`config.mk`:
```
export PLATFORM = sky130hd
export DESIGN_NAME = bopd_top
export DESIGN_NICKNAME = d
export VERILOG_FILES = /design/src/design/bopd_pkg.sv /design/src/design/bopd_decode.sv /design/src/design/bopd_top.sv
export VERILOG_INCLUDE_DIRS = /design/src /design/src/design
export SDC_FILE = /design/constraint.sdc
export NUM_CORES = 1
export LEC_CHECK = 0
export BUFFER_PORTS_ARGS = -buffer_cell sky130_fd_sc_hd__buf_2
export CORE_ASPECT_RATIO = 0.9
export CORE_MARGIN = 2
export CORE_UTILIZATION = 55
export DETAILED_ROUTE_END_ITERATION = 12
export HOLD_SLACK_MARGIN = 0.12
export PLACE_DENSITY = 0.88
export SYNTH_ARGS = -nofsm -noshare
export SYNTH_HDL_FRONTEND = slang
export SYNTH_HIERARCHICAL = 1
export SYNTH_SLANG_ARGS = --single-unit
```
`constraint.sdc`:
```
create_clock -name clk -period 5.6 [get_ports clk]
set_input_delay 0.84 -clock clk [delete_from_list [all_inputs] [get_ports clk]]
set_output_delay 0.84 -clock clk [all_outputs]
set_load 0.02 [all_outputs]
```
`src/design/bopd_regs.svh`:
```
// opcode patterns, field positions and register map constants for the byte-op decoder
`ifndef BOPD_REGS_SVH
`define BOPD_REGS_SVH
// instruction word fields
`define BOPD_OP6_HI        15
`define BOPD_OP6_LO        10
`define BOPD_OP7_LO        9
`define BOPD_NIB_LO        12
`define BOPD_D_BIT         9
`define BOPD_A_BIT         8
// opcode patterns (top six bits with d,a; top seven bits with a only)
`define BOPD_OP_ADDC       6'h08
`define BOPD_OP_DECSZ      6'h0B
`define BOPD_OP_DECSNZ     6'h13
`define BOPD_OP_INCSZ      6'h0F
`define BOPD_OP_INCSNZ     6'h12
`define BOPD_OP_IOR        6'h04
`define BOPD_OP_CPEQ       7'h31
`define BOPD_OP_CPGT       7'h32
`define BOPD_OP_CPLT       7'h30
`define BOPD_NIB_COPY1     4'hC
`define BOPD_NIB_COPY2     4'hF
// flag enable bit positions: c, dc, z, ov, n
`define BOPD_FLG_C         0
`define BOPD_FLG_DC        1
`define BOPD_FLG_Z         2
`define BOPD_FLG_OV        3
`define BOPD_FLG_N         4
`define BOPD_FLG_ALL       5'h1F
`define BOPD_FLG_ZN        5'h14
`define BOPD_FLG_NONE      5'h00
// register map (byte addresses)
`define BOPD_ADDR_CTRL     12'h000
`define BOPD_ADDR_INSTR    12'h004
`define BOPD_ADDR_OPER     12'h008
`define BOPD_ADDR_STATUS   12'h00C
`define BOPD_ADDR_COPY     12'h010
`define BOPD_CTRL_RST      32'h0000_0001
`define BOPD_ZERO32        32'h0000_0000
`endif

```
`src/design/bopd_pkg.sv`:
```
// types shared by the byte-op decoder files
package bopd_pkg;
  // alu operation selects
  typedef enum logic [2:0] {
    BOPD_ALU_NOP  = 3'h0,
    BOPD_ALU_ADDC = 3'h1,
    BOPD_ALU_DEC  = 3'h2,
    BOPD_ALU_INC  = 3'h3,
    BOPD_ALU_OR   = 3'h4,
    BOPD_ALU_CMP  = 3'h5,
    BOPD_ALU_MOVE = 3'h6
  } bopd_alu_t;
  // skip condition kinds
  typedef enum logic [2:0] {
    BOPD_SK_NONE = 3'h0,
    BOPD_SK_EQ   = 3'h1,
    BOPD_SK_GT   = 3'h2,
    BOPD_SK_LT   = 3'h3,
    BOPD_SK_Z    = 3'h4,
    BOPD_SK_NZ   = 3'h5
  } bopd_skip_t;
  // sequencing states
  typedef enum logic [2:0] {
    BOPD_ST_RUN   = 3'b001,
    BOPD_ST_SKIP  = 3'b010,
    BOPD_ST_COPY2 = 3'b100
  } bopd_state_t;
endpackage

```
`src/design/bopd_decode.sv`:
```
// combinational opcode decoder for one 16-bit instruction word
`timescale 1ns/1ps
`include "bopd_regs.svh"
module bopd_decode (
  // instruction word
  input  wire logic [15:0]         instr,
  // decoded controls
  output bopd_pkg::bopd_alu_t      alu_op,
  output bopd_pkg::bopd_skip_t     skip_kind,
  output logic      [4:0]          flag_en,
  output logic                     dest_file,
  output logic                     bank_sel,
  output logic                     copy_first,
  output logic                     copy_second
);
  logic [5:0] op6;  // top six opcode bits
  logic [6:0] op7;  // top seven opcode bits
  logic [3:0] nib;  // top nibble
  assign op6 = instr[`BOPD_OP6_HI:`BOPD_OP6_LO];
  assign op7 = instr[`BOPD_OP6_HI:`BOPD_OP7_LO];
  assign nib = instr[`BOPD_OP6_HI:`BOPD_NIB_LO];
  assign bank_sel    = instr[`BOPD_A_BIT];
  assign copy_first  = (nib == `BOPD_NIB_COPY1);
  assign copy_second = (nib == `BOPD_NIB_COPY2);
  // opcode table
  always_comb begin
    alu_op    = bopd_pkg::BOPD_ALU_NOP;
    skip_kind = bopd_pkg::BOPD_SK_NONE;
    flag_en   = `BOPD_FLG_NONE;
    dest_file = 1'b0;
    if (op6 == `BOPD_OP_ADDC) begin
      alu_op    = bopd_pkg::BOPD_ALU_ADDC;
      flag_en   = `BOPD_FLG_ALL;
      dest_file = instr[`BOPD_D_BIT];
    end else if (op6 == `BOPD_OP_DECSZ) begin
      alu_op    = bopd_pkg::BOPD_ALU_DEC;
      skip_kind = bopd_pkg::BOPD_SK_Z;
      dest_file = instr[`BOPD_D_BIT];
    end else if (op6 == `BOPD_OP_DECSNZ) begin
      alu_op    = bopd_pkg::BOPD_ALU_DEC;
      skip_kind = bopd_pkg::BOPD_SK_NZ;
      dest_file = instr[`BOPD_D_BIT];
    end else if (op6 == `BOPD_OP_INCSZ) begin
      alu_op    = bopd_pkg::BOPD_ALU_INC;
      skip_kind = bopd_pkg::BOPD_SK_Z;
      dest_file = instr[`BOPD_D_BIT];
    end else if (op6 == `BOPD_OP_INCSNZ) begin
      alu_op    = bopd_pkg::BOPD_ALU_INC;
      skip_kind = bopd_pkg::BOPD_SK_NZ;
      dest_file = instr[`BOPD_D_BIT];
    end else if (op6 == `BOPD_OP_IOR) begin
      alu_op    = bopd_pkg::BOPD_ALU_OR;
      flag_en   = `BOPD_FLG_ZN;
      dest_file = instr[`BOPD_D_BIT];
    end else if (op7 == `BOPD_OP_CPEQ) begin
      alu_op    = bopd_pkg::BOPD_ALU_CMP;
      skip_kind = bopd_pkg::BOPD_SK_EQ;
    end else if (op7 == `BOPD_OP_CPGT) begin
      alu_op    = bopd_pkg::BOPD_ALU_CMP;
      skip_kind = bopd_pkg::BOPD_SK_GT;
    end else if (op7 == `BOPD_OP_CPLT) begin
      alu_op    = bopd_pkg::BOPD_ALU_CMP;
      skip_kind = bopd_pkg::BOPD_SK_LT;
    end else if (copy_first) begin
      alu_op    = bopd_pkg::BOPD_ALU_MOVE;
      dest_file = 1'b1;
    end
  end
endmodule

```
`src/design/bopd_top.sv`:
```
// byte-op instruction decoder with an ahb-lite register front end
`timescale 1ns/1ps
`include "bopd_regs.svh"
module bopd_top (
  // clock and reset
  input  wire logic        clk,
  input  wire logic        rstn,
  // ahb-lite slave
  input  wire logic        hsel,
  input  wire logic [11:0] haddr,
  input  wire logic [1:0]  htrans,
  input  wire logic        hwrite,
  input  wire logic [2:0]  hsize,
  input  wire logic [31:0] hwdata,
  input  wire logic        hready,
  output logic      [31:0] hrdata,
  output logic             hreadyout,
  output logic             hresp,
  // decoded controls to the datapath
  output logic      [2:0]  alu_sel,
  output logic      [4:0]  flag_update,
  output logic             dest_to_file,
  output logic             bank_select,
  output logic             skip_request,
  output logic             exec_nop
);
  // decoder outputs for the word being issued
  bopd_pkg::bopd_alu_t  dec_alu;
  bopd_pkg::bopd_skip_t dec_skip;
  logic [4:0]  dec_flags;
  logic        dec_dest;
  logic        dec_bank;
  logic        dec_copy1;
  logic        dec_copy2;
  // software-visible state and the internal issue pulse
  logic [15:0] instr;        // word written for issue
  logic [7:0]  acc_val;      // working_accumulator operand
  logic [7:0]  file_val;     // addressed file byte operand
  logic        carry_in;     // carry for add-with-carry
  logic [11:0] copy_src;     // file_to_file_copy source address
  logic [11:0] copy_dst;     // file_to_file_copy destination
  logic        copy_done;    // copy pair completed
  logic [7:0]  result;       // alu result byte
  logic [4:0]  flags;        // c dc z ov n as computed
  logic        issue;        // one-cycle pulse: a word was written
  bopd_pkg::bopd_state_t state;
  // ahb address phase capture
  logic        ph_wr;
  logic        ph_rd;
  logic [11:0] ph_addr;
  logic        take;
  assign take = hsel & hready & htrans[1];

  bopd_decode u_dec (
    .instr       (instr),
    .alu_op      (dec_alu),
    .skip_kind   (dec_skip),
    .flag_en     (dec_flags),
    .dest_file   (dec_dest),
    .bank_sel    (dec_bank),
    .copy_first  (dec_copy1),
    .copy_second (dec_copy2)
  );

  // address phase register; slave always ready, zero wait
  always_ff @(posedge clk or negedge rstn) begin
    if (!rstn) begin
      ph_wr   <= 1'b0;
      ph_rd   <= 1'b0;
      ph_addr <= 12'h000;
    end else begin
      ph_wr   <= take & hwrite;
      ph_rd   <= take & ~hwrite;
      ph_addr <= haddr;
    end
  end

  // answer signals never stall and are always okay
  always_ff @(posedge clk or negedge rstn) begin
    if (!rstn) begin
      hreadyout <= 1'b1;
      hresp     <= 1'b0;
    end else begin
      hreadyout <= 1'b1;
      hresp     <= 1'b0;
    end
  end

  // write side: operands, then the instruction word which issues
  always_ff @(posedge clk or negedge rstn) begin
    if (!rstn) begin
      instr    <= 16'h0000;
      acc_val  <= 8'h00;
      file_val <= 8'h00;
      carry_in <= 1'b0;
      issue    <= 1'b0;
    end else begin
      issue <= 1'b0;
      if (ph_wr) begin
        if (ph_addr == `BOPD_ADDR_INSTR) begin
          instr <= hwdata[15:0];
          issue <= 1'b1;
        end else if (ph_addr == `BOPD_ADDR_OPER) begin
          acc_val  <= hwdata[7:0];
          file_val <= hwdata[15:8];
          carry_in <= hwdata[16];
        end
      end
    end
  end

  // alu model for skip tests and flags
  always_comb begin
    logic [8:0] sum;
    logic [4:0] lo;
    sum    = 9'h000;
    lo     = 5'h00;
    result = 8'h00;
    flags  = 5'h00;
    unique case (dec_alu)
      bopd_pkg::BOPD_ALU_ADDC: begin
        sum    = {1'b0, acc_val} + {1'b0, file_val} + {8'h00, carry_in};
        lo     = {1'b0, acc_val[3:0]} + {1'b0, file_val[3:0]} + {4'h0, carry_in};
        result = sum[7:0];
        flags[`BOPD_FLG_C]  = sum[8];
        flags[`BOPD_FLG_DC] = lo[4];
        flags[`BOPD_FLG_OV] = (acc_val[7] == file_val[7]) & (sum[7] != acc_val[7]);
      end
      bopd_pkg::BOPD_ALU_DEC:  result = file_val - 8'h01;
      bopd_pkg::BOPD_ALU_INC:  result = file_val + 8'h01;
      bopd_pkg::BOPD_ALU_OR:   result = acc_val | file_val;
      bopd_pkg::BOPD_ALU_MOVE: result = file_val;
      default:                 result = 8'h00;
    endcase
    flags[`BOPD_FLG_Z] = (result == 8'h00);
    flags[`BOPD_FLG_N] = result[7];
  end

  // skip condition evaluation
  logic skip_true;
  always_comb begin
    unique case (dec_skip)
      bopd_pkg::BOPD_SK_EQ: skip_true = (file_val == acc_val);
      bopd_pkg::BOPD_SK_GT: skip_true = (file_val > acc_val);
      bopd_pkg::BOPD_SK_LT: skip_true = (file_val < acc_val);
      bopd_pkg::BOPD_SK_Z:  skip_true = (result == 8'h00);
      bopd_pkg::BOPD_SK_NZ: skip_true = (result != 8'h00);
      default:              skip_true = 1'b0;
    endcase
  end

  // sequencer: skip no-op cycle and copy second word
  always_ff @(posedge clk or negedge rstn) begin
    if (!rstn) begin
      state <= bopd_pkg::BOPD_ST_RUN;
    end else if (issue) begin
      unique case (state)
        bopd_pkg::BOPD_ST_RUN: begin
          if (dec_copy1) begin
            state <= bopd_pkg::BOPD_ST_COPY2;
          end else if (skip_true) begin
            state <= bopd_pkg::BOPD_ST_SKIP;
          end
        end
        bopd_pkg::BOPD_ST_SKIP:  state <= bopd_pkg::BOPD_ST_RUN;
        bopd_pkg::BOPD_ST_COPY2: state <= bopd_pkg::BOPD_ST_RUN;
      endcase
    end
  end

  // copy addresses: source from first word, destination from second
  always_ff @(posedge clk or negedge rstn) begin
    if (!rstn) begin
      copy_src  <= 12'h000;
      copy_dst  <= 12'h000;
      copy_done <= 1'b0;
    end else if (issue) begin
      if (state == bopd_pkg::BOPD_ST_RUN && dec_copy1) begin
        copy_src  <= instr[11:0];
        copy_done <= 1'b0;
      end else if (state == bopd_pkg::BOPD_ST_COPY2 && dec_copy2) begin
        copy_dst  <= instr[11:0];
        copy_done <= 1'b1;
      end
    end
  end

  // control outputs, updated per issued word
  always_ff @(posedge clk or negedge rstn) begin
    if (!rstn) begin
      alu_sel      <= 3'h0;
      flag_update  <= `BOPD_FLG_NONE;
      dest_to_file <= 1'b0;
      bank_select  <= 1'b0;
      skip_request <= 1'b0;
      exec_nop     <= 1'b0;
    end else if (issue) begin
      if (state != bopd_pkg::BOPD_ST_RUN || dec_copy2) begin
        // skipped slot, copy second word, or lone second word: no-op
        alu_sel      <= bopd_pkg::BOPD_ALU_NOP;
        flag_update  <= `BOPD_FLG_NONE;
        dest_to_file <= 1'b0;
        bank_select  <= 1'b0;
        skip_request <= 1'b0;
        exec_nop     <= 1'b1;
      end else begin
        alu_sel      <= dec_alu;
        flag_update  <= dec_flags;
        dest_to_file <= dec_dest;
        bank_select  <= dec_bank;
        skip_request <= skip_true & ~dec_copy1;
        exec_nop     <= (dec_alu == bopd_pkg::BOPD_ALU_NOP);
      end
    end
  end

  // read mux; unmapped addresses read zero
  always_ff @(posedge clk or negedge rstn) begin
    if (!rstn) begin
      hrdata <= `BOPD_ZERO32;
    end else if (take & ~hwrite) begin
      unique case (haddr)
        `BOPD_ADDR_CTRL:   hrdata <= `BOPD_CTRL_RST;
        `BOPD_ADDR_INSTR:  hrdata <= {16'h0000, instr};
        `BOPD_ADDR_OPER:   hrdata <= {15'h0000, carry_in, file_val, acc_val};
        `BOPD_ADDR_STATUS: hrdata <= {8'h00, state, flags, result, alu_sel, flag_update};
        `BOPD_ADDR_COPY:   hrdata <= {7'h00, copy_done, copy_dst, copy_src};
        default:           hrdata <= `BOPD_ZERO32;
      endcase
    end
  end
endmodule

```
# Yosys cells after proc, flatten, opt, wreduce, memory -nomap -nowiden
# Cells that the tools add are included.
dict set report word_totals {
  output_inout_bits 46
  in_bits 54
  regBits 119
  wordCells 140
}
dict set report op_classes {
  n_reduce_logical 15
  add_sub_neg 6
  eq_ne 35
  order_cmp 2
  n_bitwise 11
  muxes 53
}
# op n
set op_table {}
lappend op_table {{$pmux 25 s5} 1}
lappend op_table {{$mux 3} 21}
lappend op_table {{$pmux 8 s5} 1}
lappend op_table {{$eq 12x4->1 const B} 3}
lappend op_table {{$mux 5} 7}
lappend op_table {{$eq 12x3->1 const B} 2}
lappend op_table {{$eq 7x6->1 const B} 3}
lappend op_table {{$mux 1} 19}
lappend op_table {{$eq 6x4->1 const B} 3}
lappend op_table {{$eq 3x2->1 const B} 5}
lappend op_table {{$eq 3x3->1 const B} 5}
lappend op_table {{$eq 12x5->1 const B} 1}
lappend op_table {{$eq 6x5->1 const B} 2}
lappend op_table {{$logic_not 12->1} 1}
lappend op_table {{$add 8x8->9} 1}
lappend op_table {{$add 9x1->9} 1}
lappend op_table {{$eq 3x1->1 const B} 3}
lappend op_table {{$add 8x1->8 const B} 1}
lappend op_table {{$eq 4x4->1 const B} 2}
lappend op_table {{$eq 8x8->1} 1}
lappend op_table {{$gt 8x8->1} 1}
lappend op_table {{$logic_not 8->1} 1}
lappend op_table {{$lt 8x8->1} 1}
lappend op_table {{$or 8x8->8} 1}
lappend op_table {{other kinds (21)} 35}

# Longest topological paths before layout
dict set report depth {
  word_depth 18
  depth_mapped 17
  ltp_nobuf 15
}

# Hierarchy
# Netlist, hierarchy kept.
# module instances cells_each seq_area_each_um2 area_each_um2
set by_module_without_submodules {}
lappend by_module_without_submodules {bopd_top 1 576 2803.9 5945.7}
lappend by_module_without_submodules {bopd_decode 1 37 0.0 236.5}

# Least setup slack after synthesis
# Ideal clock, no wire load.
dict set report synth_path {
  kind {reg2reg}
  startpoint {reg instr[13]}
  endpoint {reg state[0]}
  setup_time_ns 0.102
  path_buffers 2
  stages_incl_launch_ff 17
  setup_slack_ns 1.723
  arrival_time_ns 3.775
  t_required_ns 5.498
  period_less_slack_ns 3.877
  cell_sequence {dfrtp_1 -> buf_6 -> or3b_4 -> o21ai_0 -> nor2b_1 -> nor2b_1 -> buf_6 -> nand2_1 -> ha_1 -> nand3_1 -> a21o_1 -> a21o_1 -> xnor2_1 -> a221o_1 -> or4_4 -> nand4_1 -> o311ai_0}
}
dict set report synth_between {
  elab_chain_cells 17
  word_cells_on_any_way 47
}
# item line_no
set synth_rtl {}
lappend synth_rtl {{from (decl)} bopd_top.sv:36} ;# logic [15:0] instr;
lappend synth_rtl {{from (signal assigned)} bopd_top.sv:101} ;# instr <= hwdata[15:0];
lappend synth_rtl {{$eq 4x4->1 (no source line)} n/a}
lappend synth_rtl {{$mux 3} bopd_decode.sv:64} ;# end else if (copy_first) begin
lappend synth_rtl {{$mux 3} bopd_decode.sv:61} ;# end else if (op7 == `BOPD_OP_CPLT) begin
lappend synth_rtl {{$mux 3} bopd_decode.sv:58} ;# end else if (op7 == `BOPD_OP_CPGT) begin
lappend synth_rtl {{$mux 3} bopd_decode.sv:55} ;# end else if (op7 == `BOPD_OP_CPEQ) begin
lappend synth_rtl {{$mux 3} bopd_decode.sv:51} ;# end else if (op6 == `BOPD_OP_IOR) begin
lappend synth_rtl {{$mux 3} bopd_decode.sv:47} ;# end else if (op6 == `BOPD_OP_INCSNZ) begin
lappend synth_rtl {{$mux 3} bopd_decode.sv:43} ;# end else if (op6 == `BOPD_OP_INCSZ) begin
lappend synth_rtl {{[... 2 more ...]} n/a}
lappend synth_rtl {{$mux 3 *} bopd_decode.sv:31} ;# if (op6 == `BOPD_OP_ADDC) begin
lappend synth_rtl {{named net dec_alu[1]} bopd_top.sv:28} ;# bopd_pkg::bopd_alu_t dec_alu;
lappend synth_rtl {{$eq 3x3->1 (tied with other cells)} bopd_top.sv:120} ;# unique case (dec_alu)
lappend synth_rtl {{$pmux 8 s5 *} bopd_top.sv:120}
lappend synth_rtl {{$reduce_bool 8->1 / $logic_not 8->1 (equally long branches)} {bopd_top.sv:147, bopd_top.sv:146}}
lappend synth_rtl {{$pmux 1 s5 *} bopd_top.sv:142} ;# unique case (dec_skip)
lappend synth_rtl {{$ne 3x3->1 (no source line) *} n/a}
lappend synth_rtl {{$reduce_and 2->1 (no source line) *} n/a}
lappend synth_rtl {{to (signal assigned)} bopd_top.sv:155} ;# state <= bopd_pkg::BOPD_ST_RUN;
lappend synth_rtl {{to (signal assigned)} bopd_top.sv:160} ;# state <= bopd_pkg::BOPD_ST_COPY2;
lappend synth_rtl {{to (signal assigned)} bopd_top.sv:162} ;# state <= bopd_pkg::BOPD_ST_SKIP;
lappend synth_rtl {{to (decl)} bopd_top.sv:46} ;# bopd_pkg::bopd_state_t state;
# The timed path passes the listed nets; every way through them passes the cells marked *.
# A chain may end at the register's enable or synchronous reset.

# Worst setup path in the final report
# Same ends and word-level chain as after synthesis.

==> metrics.md <==
| Metric | Value |
|---|---|
| Worst Setup SP | `instr[13]$_DFFE_PN0P_` |
| Synth area leader | `dfrtp_1` |
| RR Endpoint | `state[0]$_DFFE_PN1P_` |
| First-pass GRT wire length | `26280 um` |
| Hold Path Class | `reg -> reg` |
| Final Hold Vio Count | `0` |
| Crit path launch type | `flip-flop` |
| Initial antenna violation count | `0` |
| Final setup violation count | `0` |
| Die ar. | `0.01211 mm2` |
| Asr flop ratio synth | `100.0%` |
| Crit-path max FO | `11` |
| CP Cell Sequence | `or3b_4 > o21ai_0 > nor2b_1 > nor2b_1 > nand2_1 > ha_1 > a21oi_1 > o21ai_0 > xor2_1 > a221oi_1 > nand4_1 > o21ai_0 > nand4_1 > o311ai_0` |
| Final TNS setup | `0 ps` |
| Buf/Inv on CP | `0` |
| RSZ-0062 raised after global routing | `false` |
| Cts hold-fix bufs | `0` |
| R2R Setup Slk | `790 ps` |
| Clock Pin Slew Worst Setup and Hold Paths | `80 ps` |
| Top cell type's share of synthesized area | `44.93%` |
| Detailed Place HPWL | `11930 um` |
| CTS root buffer | `clkbuf_16` |
| # IOs | `100` |
| Initial Util | `56.71%` |
| FF+latch count, synth | `112` |
| TritonCTS Sinks | `112` |
| Ys Warns | `6` |
| Clk_lat worst skew | `360 ps` |
| Crit. End Element | `flip-flop` |
| Grt total ovfl | `0` |
| Die Wd | `115.8 um` |
| Setup WS post-layout | `788.0 ps` |
| VDD IR max | `0.1506 mV` |
| Slowest cell on crit path | `dfrtp_1` |
| Area contributors post-synth | `dfrtp_1, mux2_2, ha_1` |
| Hold Crit Start | `hrdata[15]$_DFFE_PN0P_` |
| TritonCTS buffer count | `9` |
| Number of synthesized flops with an enable pin | `0` |
| PostCTS Resize Cnt | `0` |
| Core box area | `0.01090 mm2` |
| Mapped Cells | `613` |
| DIE HEIGHT | `104.6 um` |
| Critical path endpoint | `state[0]$_DFFE_PN1P_` |
| Critical Path Max Stage Delay | `540 ps` |
| Drt wl/cell | `19.96 um` |
| Final Cycle Share | `85.93%` |
| Post-synthesis cell area | `0.006182 mm2` |
| DR vias/cell | `6.167` |
| Area Overhead vs Synth | `11.58%` |
| Layout cells sized above 1 | `22.70%` |
| Critical path depth | `14` |
| Kind of critical path | `reg -> reg` |
| Tightest Pin Transition | `1129 ps` |
| Slew margin rel. | `24.49%` |
| Clock Skews | `13.15 ps` |
| N_diodes | `0` |
| Number of distinct library cells after synthesis | `68` |
| DP Worst Slack | `974.7 ps` |
| Run status | `complete, no violations` |
| Reg-to-Reg Start | `instr[13]$_DFFE_PN0P_` |
| Final Max Tran Viols | `0` |
| DRC | `0` |
| Initial DRC Count | `608` |
| Arrival @ worst endpoint | `5050 ps` |
| Reg2Reg Depth | `14` |
| H-tree Lvls | `3` |
| CP Data Required Time | `5840 ps` |
| Routed via count | `5094` |
| Peak Freq | `0.2078 GHz` |
| Layout Nets | `757` |
| Max clock buf depth | `2` |
| Final Critical Period | `4812 ps` |
| Final cell count without fillers | `826` |
| IO Port Bufs | `71` |
| Number of setup buffers added after CTS | `0` |
| Top FF cell, synth | `dfrtp_1` |
| CP most frequent cell | `o21ai_0` |
| Mean Syn Cell Area | `10.09 um2` |
| Hold path cells | `1` |
| PwrDens | `234.2 mW/mm2` |
| DR pass1 iterations | `6` |
| Largest net degree at the start of global routing | `65` |
| Antenna-violating nets left | `0` |
| Total leakage power | `3.313 nW` |
| GRT Total Usage | `28.36%` |
| Sequential element share of the synthesized area | `45.36%` |
| Gpl congestion | `0.9396` |
| Most frequent cells in the layout | `dfrtp_1, nand2_1, buf_2` |
| Crit path max-delay family | `simple AND/OR/NAND/NOR gates` |
| Placed Cells | `810` |
| WL final | `16490 um` |
| Most common cell after layout, fill and taps aside | `dfrtp_1` |
| Max-cap violations | `0` |
| Vias in the first global route | `4966` |
| CTS tree | `done` |
| Num rows | `36` |
## report_power, final
part           leakage [nW]  internal (mW)  switching (mW)
combinational          1.75         0.0495          0.0804
clock                 0.150          0.326           0.322
sequential             1.41          0.819          0.0177
## logic make-up (layout without fill, tap and decap cells)
family	after synthesis	count (layout)	synth area share [%]
AOI/OAI and AO/OA	152	152	17.08
xor gates and xnor gates	11	11	1.558
adders and majority gates	34	34	7.246
buffers and inverters	70	124	5.484
DFF	112	112	45.36
muxes	44	44	7.974
other	2	9	0.1215
and+or+nand+nor	188	188	15.18
## worst reg2reg max path: cells and delay by family (launching register included)
kind,cells,cell delay (ps)
flops,1,540
xor+xnor,1,170
fa+ha+maj,1,450
compound gates,6,1540
simple gates,6,1980
## synth_stat cells, types with 3 or more instances
| master | instances |
|---|---|
| nor4_1 | 7 |
| o21ai_0 | 37 |
| a221oi_1 | 3 |
| nor2_1 | 28 |
| dfrtp_1 | 111 |
| buf_4 | 16 |
| buf_1 | 3 |
| nor2b_1 | 12 |
| a21boi_0 | 7 |
| a22oi_1 | 8 |
| nand2b_1 | 6 |
| nand2_1 | 86 |
| nand3_1 | 7 |
| a221o_1 | 3 |
| inv_1 | 29 |
| xor2_1 | 6 |
| or3b_2 | 4 |
| a21o_1 | 6 |
| and3_1 | 4 |
| nor3_1 | 8 |
| mux2_2 | 42 |
| clkbuf_1 | 18 |
| a21oi_1 | 34 |
| fa_1 | 3 |
| nand4_1 | 4 |
| a222oi_1 | 13 |
| a22o_1 | 13 |
| ha_1 | 31 |
| xnor2_1 | 5 |
| nor3b_1 | 4 |
| a211oi_1 | 6 |
## worst min-delay path by stage
stage	to	slack [ps]
floorplan	instr[1]$_DFFE_PN0P_	480
global placement	hrdata[14]$_DFFE_PN0P_	450
detailed placement	hrdata[15]$_DFFE_PN0P_	460
CTS	hrdata[15]$_DFFE_PN0P_	480
global route	hrdata[14]$_DFFE_PN0P_	510
finish	hrdata[15]$_DFFE_PN0P_	480
## registers in the layout, indices dropped and copies added (netlist names), 3 cells and up
| register | cells |
|---|---|
| copy_dst | 12 |
| ph_addr | 12 |
| acc_val | 8 |
| instr | 16 |
| hrdata | 25 |
| copy_src | 12 |
| flag_update | 5 |
| file_val | 8 |
| state | 3 |
| alu_sel | 3 |
## layer usage
metal | routed length, um | up-vias | part of all wire (%) | GRT usage [%]
met5 | 0 | - | 0 | 0
met1 | 6826 | 2478 | 41 | 37.90
met4 | 533 | 0 | 3.2 | 11.05
met2 | 7580 | 294 | 46 | 44.24
li1 | - | 2283 | - | -
met3 | 1547 | 39 | 9.4 | 7.251
## metrics by stage
stage	hold slack (ps)	instance area, um2	utilization [%]	power, mW
after detailed placement	460.6	6598	60.53	0.9811
after global placement	454.1	6598	60.53	0.9759
after CTS	479.5	6898	63.28	1.623
final	476.8	6898	63.28	1.615
after global routing	510.2	6898	63.28	1.674
after floorplan	475.3	6208	-	0.9281
## area by class of cell
type	instances	area [um2]
inverters	30	112.6
multi-input cells	438	3080
well taps	152	190.2
clock inverters	6	61.31
repair buffers	78	410.4
clock buffers	10	239.0
flip-flops and latches	112	2804
fillers	871	4003
No activity file was read; power rests on OpenSTA's default activity.
